==> config.mk <==
export PLATFORM = sky130hd
export DESIGN_NAME = ctp_timer_pair
export DESIGN_NICKNAME = d
export VERILOG_FILES = /design/src/design/ctp_prescaler.v /design/src/design/ctp_timer_pair.v
export VERILOG_INCLUDE_DIRS = /design/src /design/src/inc
export SDC_FILE = /design/constraint.sdc
export NUM_CORES = 1
export LEC_CHECK = 0
export ABC_AREA = 1
export BUFFER_PORTS_ARGS = -buffer_cell sky130_fd_sc_hd__buf_4
export CAP_MARGIN = 20
export CORE_AREA = 2 2 97 99
export DETAILED_ROUTE_END_ITERATION = 8
export DIE_AREA = 0 0 99 101
export HOLD_SLACK_MARGIN = 0.08
export PLACE_DENSITY_LB_ADDON = 0.12
export SLEW_MARGIN = 10
export SYNTH_ARGS = -nofsm -noshare
export SYNTH_HDL_FRONTEND = slang
export SYNTH_SLANG_ARGS = --single-unit
==> constraint.sdc <==
create_clock -name clk -period 2.3 [get_ports clk]
set_input_delay 0.345 -clock clk [delete_from_list [all_inputs] [get_ports clk]]
set_output_delay 0.345 -clock clk [all_outputs]
set_load 0.01 [all_outputs]
==> src/inc/ctp_timer_regs.vh <==
`ifndef CTP_TIMER_REGS_VH
`define CTP_TIMER_REGS_VH

// Pair mode field codes.
`define CTP_MODE_8BIT 2'h0
`define CTP_MODE_16BIT 2'h1
`define CTP_MODE_PPG 2'h2
`define CTP_MODE_PWM 2'h3

// Lower clock select codes.
`define CTP_LCLK_EXT 2'h0
`define CTP_LCLK_DIV8 2'h1
`define CTP_LCLK_DIV32 2'h2
`define CTP_LCLK_DIV128 2'h3

// Upper clock select codes.
`define CTP_UCLK_CHAIN 2'h0
`define CTP_UCLK_DIV8 2'h1
`define CTP_UCLK_DIV128 2'h2
`define CTP_UCLK_DIV2048 2'h3

// PWM period select codes and the 2^n-1 tops they give.
`define CTP_PWM_UNUSED 2'h0
`define CTP_PWM_N6 2'h1
`define CTP_PWM_N7 2'h2
`define CTP_PWM_N8 2'h3
`define CTP_PWM_TOP6 8'h3F
`define CTP_PWM_TOP7 8'h7F
`define CTP_PWM_TOP8 8'hFF

// Toggle flop control codes.
`define CTP_FFC_INVERT 2'h0
`define CTP_FFC_CLEAR 2'h1
`define CTP_FFC_SET 2'h2
`define CTP_FFC_KEEP 2'h3

// Prescaler layout: a divide-by-four stage feeding a 9-bit divider.
`define CTP_PRE_WIDTH 9
`define CTP_PRE_FIRST_MAX 2'h3
`define CTP_PRE_MASK_DIV8 9'h001
`define CTP_PRE_MASK_DIV32 9'h007
`define CTP_PRE_MASK_DIV128 9'h01F
`define CTP_PRE_MASK_DIV2048 9'h1FF

// Reset values.
`define CTP_RST_COUNT 8'h00
`define CTP_RST_COMPARE 8'h00
`define CTP_RST_TOGGLE 1'b0
`define CTP_RST_SUSPEND 1'b0

`endif

==> src/design/ctp_prescaler.v <==
`include "ctp_timer_regs.vh"

// Divides the system clock by four and then by a 9-bit binary divider.
// Each tap is a one-cycle pulse at its division ratio.
module ctp_prescaler (
  input wire clk,
  input wire nrst,
  input wire run,
  output wire tap_div8,
  output wire tap_div32,
  output wire tap_div128,
  output wire tap_div2048
);

  reg [1:0] first_q;
  reg [`CTP_PRE_WIDTH-1:0] div_q;
  reg [3:0] tap_q;
  wire stage_wrap;

  // A tap fires when the first stage wraps and the low divider bits are all ones.
  function tap_hit;
    input [`CTP_PRE_WIDTH-1:0] cnt;
    input [`CTP_PRE_WIDTH-1:0] mask;
    begin
      tap_hit = ((cnt & mask) == mask);
    end
  endfunction

  assign stage_wrap = (first_q == `CTP_PRE_FIRST_MAX);

  // Clearing the run bit stops and zeroes the whole divider.
  always @(posedge clk or negedge nrst) begin
    if (!nrst) begin
      first_q <= 2'h0;
      div_q <= {`CTP_PRE_WIDTH{1'b0}};
      tap_q <= 4'h0;
    end else if (!run) begin
      first_q <= 2'h0;
      div_q <= {`CTP_PRE_WIDTH{1'b0}};
      tap_q <= 4'h0;
    end else begin
      first_q <= first_q + 2'h1;
      if (stage_wrap) begin
        div_q <= div_q + {{(`CTP_PRE_WIDTH-1){1'b0}}, 1'b1};
      end
      tap_q[0] <= stage_wrap & tap_hit(div_q, `CTP_PRE_MASK_DIV8);
      tap_q[1] <= stage_wrap & tap_hit(div_q, `CTP_PRE_MASK_DIV32);
      tap_q[2] <= stage_wrap & tap_hit(div_q, `CTP_PRE_MASK_DIV128);
      tap_q[3] <= stage_wrap & tap_hit(div_q, `CTP_PRE_MASK_DIV2048);
    end
  end

  assign tap_div8 = tap_q[0];
  assign tap_div32 = tap_q[1];
  assign tap_div128 = tap_q[2];
  assign tap_div2048 = tap_q[3];

endmodule

==> src/design/ctp_timer_pair.v <==
// Overview of operation
// - Chained 8-bit mode, upper clock select 00: upper counts each lower match.
// - Pair mode 01 joins both counters into one 16-bit timer; pairs independent.
// - In 16-bit mode upper counter steps on lower overflow, ignoring its select.
// - In 16-bit mode lower compare write suspends joint match; upper write resumes it.
// - 16-bit mode lower match gives match signal only, no clear, no interrupt.
// - 16-bit joint match clears both, raises upper interrupt, may invert flop.
// - Chained mode lower clears and interrupts on each match; period is product.
// - Pulse mode uses lower timer only, output on toggle pin; upper unusable.
// - Pulse mode toggles on lower and upper compare; upper match clears counter.
// - Pulse mode double buffer copies lower buffer to active on upper match.
// - Pulse polarity is chosen by the initial toggle flop setting.
// - PWM toggles on lower match and on 2^n-1 overflow, which clears counter.
// - PWM period select 01, 10, 11 give n of 6, 7, 8; 00 unused.
// - PWM double buffer copies lower buffer to active on each overflow.
// - During PWM the upper runs as 8-bit timer on taps 8, 128, 2048.
// - Pair mode 00 8-bit, 01 16-bit, 10 pulse, 11 PWM with upper timer.
// - Lower clock select 00 external, 01 /8, 10 /32, 11 /128.
// - In 8-bit mode 00 inversion source 0 picks lower match, 1 upper match; PWM ignores it.
// - Prescaler divides by four then 9 bits; run bit low stops and zeroes.
// - Match clears counter and interrupts; compare 00 matches on overflow.
// - Flop control 01 clears, 10 sets, 00 inverts the toggle flop.
// - Double buffer off writes buffer and active; on writes buffer only.
`include "ctp_timer_regs.vh"

module ctp_timer_pair #(
  parameter HAS_EXT_INPUT = 1
) (
  input wire clk,
  input wire nrst,
  input wire [1:0] pair_mode_field,
  input wire [1:0] pwm_period_select,
  input wire [1:0] upper_clock_select,
  input wire [1:0] lower_clock_select,
  input wire inversion_source_select,
  input wire toggle_invert_enable,
  input wire toggle_flop_control_wr,
  input wire [1:0] toggle_flop_control,
  input wire lower_counter_run,
  input wire upper_counter_run,
  input wire prescaler_run,
  input wire compare_buffer_control,
  input wire lower_compare_wr,
  input wire upper_compare_wr,
  input wire [7:0] compare_wdata,
  input wire ext_count_in,
  output wire toggle_output_pin,
  output wire lower_match_interrupt,
  output wire upper_match_interrupt,
  output wire lower_match_signal,
  output wire [7:0] lower_up_counter,
  output wire [7:0] upper_up_counter,
  output wire compare_suspended
);

  // Counters, compare registers and the toggle flop.
  reg [7:0] lower_up_counter_q;
  reg [7:0] lower_up_counter_d;
  reg [7:0] upper_up_counter_q;
  reg [7:0] upper_up_counter_d;
  reg [7:0] lower_compare_value_q;
  reg [7:0] lower_compare_value_d;
  reg [7:0] lower_compare_buffer_q;
  reg [7:0] lower_compare_buffer_d;
  reg [7:0] upper_compare_value_q;
  reg [7:0] upper_compare_value_d;
  reg suspend_q;
  reg suspend_d;
  reg toggle_output_flop_q;
  reg toggle_output_flop_d;
  reg lower_irq_q;
  reg lower_irq_d;
  reg upper_irq_q;
  reg upper_irq_d;
  reg lower_match_q;
  reg lower_match_d;

  // External input synchroniser and edge detector.
  reg ext_meta_q;
  reg ext_sync_q;
  reg ext_prev_q;
  wire ext_edge;

  // Prescaler taps.
  wire prescale_tap_div8;
  wire prescale_tap_div32;
  wire prescale_tap_div128;
  wire prescale_tap_div2048;

  // Working values of the next-state logic.
  reg lower_tick;
  reg upper_tick;
  reg [7:0] lower_next;
  reg [7:0] upper_next;
  reg [7:0] upper_cand;
  reg [7:0] pwm_top;
  reg lower_hit;
  reg upper_hit;
  reg pwm_overflow;
  reg flip;

  // Increment shared by both counters; wraps from FF to 00.
  function [7:0] inc8;
    input [7:0] v;
    begin
      inc8 = v + 8'h01;
    end
  endfunction

  // Top value of the PWM counter for a period select code.
  function [7:0] pwm_limit;
    input [1:0] sel;
    begin
      case (sel)
        `CTP_PWM_N6: pwm_limit = `CTP_PWM_TOP6;
        `CTP_PWM_N7: pwm_limit = `CTP_PWM_TOP7;
        `CTP_PWM_N8: pwm_limit = `CTP_PWM_TOP8;
        default: pwm_limit = `CTP_PWM_TOP8;
      endcase
    end
  endfunction

  // Each pair keeps its own prescaler for the tap pulses.
  ctp_prescaler u_prescaler (
    .clk(clk),
    .nrst(nrst),
    .run(prescaler_run),
    .tap_div8(prescale_tap_div8),
    .tap_div32(prescale_tap_div32),
    .tap_div128(prescale_tap_div128),
    .tap_div2048(prescale_tap_div2048)
  );

  // Two flops bring the pin into the clock domain; a third finds rising edges.
  always @(posedge clk or negedge nrst) begin
    if (!nrst) begin
      ext_meta_q <= 1'b0;
      ext_sync_q <= 1'b0;
      ext_prev_q <= 1'b0;
    end else begin
      ext_meta_q <= ext_count_in;
      ext_sync_q <= ext_meta_q;
      ext_prev_q <= ext_sync_q;
    end
  end

  // Rising edges of the synchronised pin become one-cycle count enables.
  assign ext_edge = ext_sync_q & ~ext_prev_q & (HAS_EXT_INPUT != 0);

  // Lower counter clock choice; a pair without the pin never counts on 00.
  always @* begin
    case (lower_clock_select)
      `CTP_LCLK_EXT: lower_tick = ext_edge;
      `CTP_LCLK_DIV8: lower_tick = prescale_tap_div8;
      `CTP_LCLK_DIV32: lower_tick = prescale_tap_div32;
      `CTP_LCLK_DIV128: lower_tick = prescale_tap_div128;
      default: lower_tick = 1'b0;
    endcase
  end

  // Next state for counters, compares, flop and interrupt pulses.
  always @* begin
    lower_next = inc8(lower_up_counter_q);
    upper_next = inc8(upper_up_counter_q);
    upper_cand = upper_up_counter_q;
    pwm_top = pwm_limit(pwm_period_select);
    lower_up_counter_d = lower_up_counter_q;
    upper_up_counter_d = upper_up_counter_q;
    lower_compare_value_d = lower_compare_value_q;
    lower_compare_buffer_d = lower_compare_buffer_q;
    upper_compare_value_d = upper_compare_value_q;
    suspend_d = suspend_q;
    toggle_output_flop_d = toggle_output_flop_q;
    lower_hit = 1'b0;
    upper_hit = 1'b0;
    upper_tick = 1'b0;
    pwm_overflow = 1'b0;
    flip = 1'b0;
    lower_irq_d = 1'b0;
    upper_irq_d = 1'b0;
    case (pair_mode_field)
      `CTP_MODE_8BIT: begin
        // Lower runs on its own; a compare of 00 meets the count at wrap.
        if (lower_tick && lower_counter_run) begin
          lower_hit = (lower_next == lower_compare_value_q);
          lower_up_counter_d = lower_hit ? `CTP_RST_COUNT : lower_next;
          lower_irq_d = lower_hit;
        end
      end
      `CTP_MODE_16BIT: begin
        // The lower byte never clears by itself; its wrap steps the upper byte.
        if (lower_tick && lower_counter_run) begin
          lower_hit = (lower_next == lower_compare_value_q);
          lower_up_counter_d = lower_next;
          if (lower_up_counter_q == 8'hFF) begin
            upper_cand = upper_next;
          end
          if (upper_counter_run) begin
            upper_up_counter_d = upper_cand;
          end
          upper_hit = (upper_cand == upper_compare_value_q);
          if (lower_hit && upper_hit && !suspend_q) begin
            lower_up_counter_d = `CTP_RST_COUNT;
            upper_up_counter_d = `CTP_RST_COUNT;
            upper_irq_d = 1'b1;
            flip = toggle_invert_enable;
          end
          // Only a joint match outside suspension counts as the upper match.
          upper_hit = upper_hit & lower_hit & ~suspend_q;
        end
      end
      `CTP_MODE_PPG: begin
        // The lower counter needs the upper run bit as well.
        if (lower_tick && lower_counter_run && upper_counter_run) begin
          lower_hit = (lower_next == lower_compare_value_q);
          upper_hit = (lower_next == upper_compare_value_q);
          lower_up_counter_d = upper_hit ? `CTP_RST_COUNT : lower_next;
          flip = toggle_invert_enable & (lower_hit | upper_hit);
          lower_irq_d = upper_hit;
          if (upper_hit && compare_buffer_control) begin
            lower_compare_value_d = lower_compare_buffer_q;
          end
        end
        upper_up_counter_d = `CTP_RST_COUNT;
      end
      `CTP_MODE_PWM: begin
        // The overflow takes priority, so a compare equal to the top gives no lower match pulse.
        if (lower_tick && lower_counter_run) begin
          pwm_overflow = (lower_next == pwm_top);
          lower_hit = (lower_next == lower_compare_value_q) & ~pwm_overflow;
          lower_up_counter_d = pwm_overflow ? `CTP_RST_COUNT : lower_next;
          flip = toggle_invert_enable & (lower_hit | pwm_overflow);
          lower_irq_d = pwm_overflow;
          if (pwm_overflow && compare_buffer_control) begin
            lower_compare_value_d = lower_compare_buffer_q;
          end
        end
      end
      default: begin
        lower_up_counter_d = lower_up_counter_q;
      end
    endcase

    // Upper counter as a plain 8-bit timer in chained and PWM modes.
    if (pair_mode_field == `CTP_MODE_8BIT || pair_mode_field == `CTP_MODE_PWM) begin
      case (upper_clock_select)
        `CTP_UCLK_CHAIN: upper_tick = (pair_mode_field == `CTP_MODE_8BIT) & lower_hit;
        `CTP_UCLK_DIV8: upper_tick = prescale_tap_div8;
        `CTP_UCLK_DIV128: upper_tick = prescale_tap_div128;
        `CTP_UCLK_DIV2048: upper_tick = prescale_tap_div2048;
        default: upper_tick = 1'b0;
      endcase
      if (upper_tick && upper_counter_run) begin
        upper_hit = (upper_next == upper_compare_value_q);
        upper_up_counter_d = upper_hit ? `CTP_RST_COUNT : upper_next;
        upper_irq_d = upper_hit;
      end
      if (pair_mode_field == `CTP_MODE_8BIT) begin
        flip = toggle_invert_enable & (inversion_source_select ? upper_hit : lower_hit);
      end
    end

    // A cleared run bit zeroes its counter; settings stay as they are.
    if (!lower_counter_run) begin
      lower_up_counter_d = `CTP_RST_COUNT;
    end
    if (!upper_counter_run) begin
      upper_up_counter_d = `CTP_RST_COUNT;
    end

    // A buffer copy in the same cycle takes the old buffer; a lower write goes to the buffer.
    if (lower_compare_wr) begin
      lower_compare_buffer_d = compare_wdata;
      if (!compare_buffer_control) begin
        lower_compare_value_d = compare_wdata;
      end
      suspend_d = 1'b1;
    end
    if (upper_compare_wr) begin
      upper_compare_value_d = compare_wdata;
      suspend_d = 1'b0;
    end

    // Hardware inversion, then a software force or invert wins over it.
    if (flip) begin
      toggle_output_flop_d = ~toggle_output_flop_q;
    end
    if (toggle_flop_control_wr) begin
      case (toggle_flop_control)
        `CTP_FFC_INVERT: toggle_output_flop_d = ~toggle_output_flop_q;
        `CTP_FFC_CLEAR: toggle_output_flop_d = 1'b0;
        `CTP_FFC_SET: toggle_output_flop_d = 1'b1;
        default: toggle_output_flop_d = toggle_output_flop_d;
      endcase
    end

    // The match pulse follows every lower equality, in 16-bit mode too, except at a PWM overflow.
    lower_match_d = lower_hit;
  end

  // State registers.
  always @(posedge clk or negedge nrst) begin
    if (!nrst) begin
      lower_up_counter_q <= `CTP_RST_COUNT;
      upper_up_counter_q <= `CTP_RST_COUNT;
      lower_compare_value_q <= `CTP_RST_COMPARE;
      lower_compare_buffer_q <= `CTP_RST_COMPARE;
      upper_compare_value_q <= `CTP_RST_COMPARE;
      suspend_q <= `CTP_RST_SUSPEND;
      toggle_output_flop_q <= `CTP_RST_TOGGLE;
      lower_irq_q <= 1'b0;
      upper_irq_q <= 1'b0;
      lower_match_q <= 1'b0;
    end else begin
      lower_up_counter_q <= lower_up_counter_d;
      upper_up_counter_q <= upper_up_counter_d;
      lower_compare_value_q <= lower_compare_value_d;
      lower_compare_buffer_q <= lower_compare_buffer_d;
      upper_compare_value_q <= upper_compare_value_d;
      suspend_q <= suspend_d;
      toggle_output_flop_q <= toggle_output_flop_d;
      lower_irq_q <= lower_irq_d;
      upper_irq_q <= upper_irq_d;
      lower_match_q <= lower_match_d;
    end
  end

  // Outputs come straight from flops.
  assign toggle_output_pin = toggle_output_flop_q;
  assign lower_match_interrupt = lower_irq_q;
  assign upper_match_interrupt = upper_irq_q;
  assign lower_match_signal = lower_match_q;
  assign lower_up_counter = lower_up_counter_q;
  assign upper_up_counter = upper_up_counter_q;
  assign compare_suspended = suspend_q;

endmodule

==> results by group <==
Worst setup path
  – Worst stage delay on the critical path: 0.40 ns
  – Crit path arrival time: between 2 and 3 ns
  – Max FO, Critical Path: 5
  – Most common cell on crit path: nand2_1
  – CP Cell Sequence: ha_2 -> inv_1 -> nand2_1 -> nand2_1 -> nand2_1 -> nand2_1 -> nor2_1 -> nand2_1 -> nor2_1 -> nand3_2 -> nor2_2 -> nand2_1 -> nand2_2 -> nand2_4 -> a21boi_4 -> buf_4 -> o22ai_2 -> nand2_1 -> a21oi_2
  – WP data required: 2.54 ns
  – Worst Setup Start Kind: flip-flop
  – Setup slack, reg-to-reg: -0.25 ns
  – Crit-path leading delay family: simple AND/OR/NAND/NOR gates
  – Crit. End Element: flip-flop
  – CP Class: flip-flop to flip-flop
  – Slowest cell on the critical path: dfrtp_2
  – Worst path bufs/invs: 2

GRT
  – M1 GR Usage: 36.07%
  – Met2 Track Usage GR: 46.05%
  – Met3 Track Usage GR: 3.398%
  – Global route hottest layer: met2
  – First-pass GRT wire length: 21.52 mm
  – Total Routing Usage GR: 27.26%
  – Largest net degree at the start of global routing: 64
  – GRT overflow: 0
  – Initial antenna violation count: 0
  – Vias in the first global route: 4518

Clocking
  – Cts hold-fix bufs: 0
  – CTS H-tree depth: 3
  – CTS tree: built
  – CTS Root Cell: clkbuf_8
  – Clock sinks: 63
  – Reg clk slew, reported paths: 0.08 ns
  – CTS Buf Count: 9
  – Worst-skew pair later-pin latency: 0.35 ns
  – Longest Clk Path Bufs: 2

Yosys
  – Top cell type's share of synthesized area: 36.01%
  – Number of synthesized flops with an enable pin: 0
  – Post-synthesis sequential element count: 63
  – Main synth FF type: dfrtp_1
  – Simple-gate share of the synthesized area: 29.55%
  – Cell taking the most area after synthesis: dfrtp_1
  – Adder-cell area share of the yosys netlist: 4.001%
  – Post-synth ARST share: 100.0%
  – Mapped Cells: 618
  – Dominant cells by area after synthesis: dfrtp_1 36%, nand2_1 13%, inv_1 7.8%, o21ai_0 6.4%, a21oi_1 5.8%
  – Post-synthesis mux area share: 0%
  – Yosys cell types: 44
  – Cell Area, Synth: 4378 um^2
  – Syn_area_per_cell: just over 7 um^2
  – Synth Net Count: 662
  – Synth Area in Compound Gates: 18.26%
  – Yosys Warn Count: 0
  – Seq/Total Area, Yosys: 36.01%
  – XOR/XNOR share of the synthesized area: 2.601%
  – Largest family of logic cells by synthesized area: simple AND/OR/NAND/NOR gates

Cells and area
  – Final Util: around two thirds
  – Area Growth Syn to Fin: 34.07%
  – Fin nets: between 700 and 800
  – Layout cells sized above 1: between 20% and 30%
  – Ant. Diodes: 0

STA
  – Headroom to the max-slew limit: 44.06%
  – Fmax: about 400 MHz
  – # setup viols final: 26
  – RSZ-0062 raised after global routing: true
  – Worst Tran Pin Value: 0.8391 ns
  – Final Max Slew Viols: 0
  – WHS: 0.07538 ns
  – Period minus WS final: approximately 2.6 ns
  – Final WS setup: -0.2522 ns
  – Period utilization: 111.0%
  – Final hold vios: 0
  – Clock skew: ~0.013 ns

Run
  – Max Cap Viol: 0

Power and ir drop
  – Pleak: 3.043 nW
  – Power per cell area: 480.8 nW/um^2
  – Design Power: ~0.0028 W
  – Worst vdd ir: 0.0004346 V

Die
  – Row count: 35
  – Die area: 9999 um^2
  – IO Count: 51
  – Die Y: 101 um
  – Core Area: ~9000 um^2
  – Initial Util: 48.77%
  – Die width: 99 um

Drt
  – Post-Route WL: 13.02 mm
  – Detailed-route DRC error count: 0
  – Routed vias/inst: 5.401
  – First-pass iteration count of the detailed router: 5
  – Drt first-iter violations: 267
  – WL/cell: around 15 um
  – Antenna-violating nets left: 0
  – Vias: 4672

Outcome
  – Failing checks: setup timing
  – Status: finished with violations

Placement
  – Gpl congestion: approximately 0.95
  – Port buffer count: 50
  – DP HPWL: 9.871 mm
  – Dpl ws: -0.2538 ns

Worst hold path
  – Worst Hold Class: primary input to asynchronous set/reset pin
## sequential cells by signal, indices dropped and copies added (netlist names)
register / flops
lower_match_interrupt: 1
toggle_output_pin: 1
ext_sync_q: 1
ext_prev_q: 1
lower_match_signal: 1
compare_suspended: 1
upper_compare_value_q: 8
u_prescaler.div_q: 9
lower_compare_buffer_q: 8
u_prescaler.tap_q: 4
lower_compare_value_q: 8
upper_up_counter: 8
u_prescaler.first_q: 2
ext_meta_q: 1
upper_match_interrupt: 1
lower_up_counter: 8
## per-layer routing
layer  share of wire, %  routed length [um]
met5                  0                   0
met4                2.4                 310
met3                4.7                 617
met2                 48                6299
met1                 45                5798
## area by class of cell
cell class / count / area [um^2]
fillers: 835 / 3108
multi-input cells: 449 / 2552
flip-flops and latches: 63 / 1579
repair buffers: 131 / 1036
inverters: 95 / 359.1
well taps: 111 / 138.9
clock buffers: 9 / 123.9
clock inverters: 7 / 80.08
## power breakdown
part | switching, W | internal (W)
logic | 0.000337 | 0.000229
clock network | 0.000506 | 0.000512
registers | 0.0000647 | 0.00117
total | 0.000908 | 0.00191
## logic make-up after synthesis
group	after synthesis
adders and majority gates	14
DFF	63
xor gates and xnor gates	13
buffers and inverters	106
and+or+nand+nor	280
AOI/OAI and AO/OA	142
## placed cells by master, fill, tap and decap left out, types with 8 or more instances in the layout
master and count:
ha_1 12, o22ai_1 9, nand3_1 43, clkbuf_8 9, nand2_1 148, o21ai_1 9, dfrtp_1 61, nor2_1 32
a21oi_1 47, buf_4 126, o21ai_0 44, nor3_1 8, inv_1 90, nand2_2 13, xor2_1 11
## path summary, 6_finish.rpt
| kind | startpoint | to | cells after the start |
|---|---|---|---|
| setup / recovery | lower_up_counter[0]$_DFFE_PN0P_ | upper_up_counter[4]$_DFF_PN0_ | 19 |
| hold / removal | nrst | lower_up_counter[4]$_DFFE_PN0P_ | 1 |
| setup reg to reg | lower_up_counter[0]$_DFFE_PN0P_ | upper_up_counter[4]$_DFF_PN0_ | 19 |
| hold reg to reg | ext_sync_q$_DFF_PN0_ | ext_prev_q$_DFF_PN0_ | 0 |
| max in group asynchronous | nrst | lower_up_counter[1]$_DFFE_PN0P_ | 1 |
| min in group clk | ext_count_in | ext_meta_q$_DFF_PN0_ | 1 |
## through the flow
step                setup TNS (ns)  std cells  cell area, um^2
floorplan                  -0.1871        618             4398
global placement            -2.913        843             5438
detailed placement          -4.762        843             5438
CTS                         -3.835        864             5826
global route                -9.392        865             5869
finish                      -4.618        865             5869
## worst register-to-register path, delay by kind of cell (launching register included)
family | cells | cell delay, ns
flops | 1 | 0.40
compound gates | 3 | 0.37
simple gates | 13 | 1.21
buf+inv | 2 | 0.23
fa+ha+maj | 1 | 0.23
## synthesized netlist by cell type (2+ instances only)
master and count:
o211ai_1 5, clkinv_1 2, nand2_4 2, o211ai_2 2, inv_1 91, and3_1 2
nor2_8 2, a31oi_1 2, nor3_1 9, xor2_1 12, nor2_2 4, nor2_1 33
o21bai_1 4, nand3_1 45, nand4_1 5, nand2_2 7, o21ai_1 3, dfrtp_1 63
or2_2 2, o22ai_1 12, a21oi_1 51, ha_1 14, clkbuf_1 7, o21ai_2 2
nand3_2 6, inv_2 2, nor3_2 2, o21ai_0 56, nand2_1 156
## what timing repair did
action,4_1_cts,5_1_grt
setup buffers,4,1
resized for setup,40,10
setup endpoints to repair,26,26
cloned,1,0
pin swaps,13,6
(Power assumes the default switching activity.)
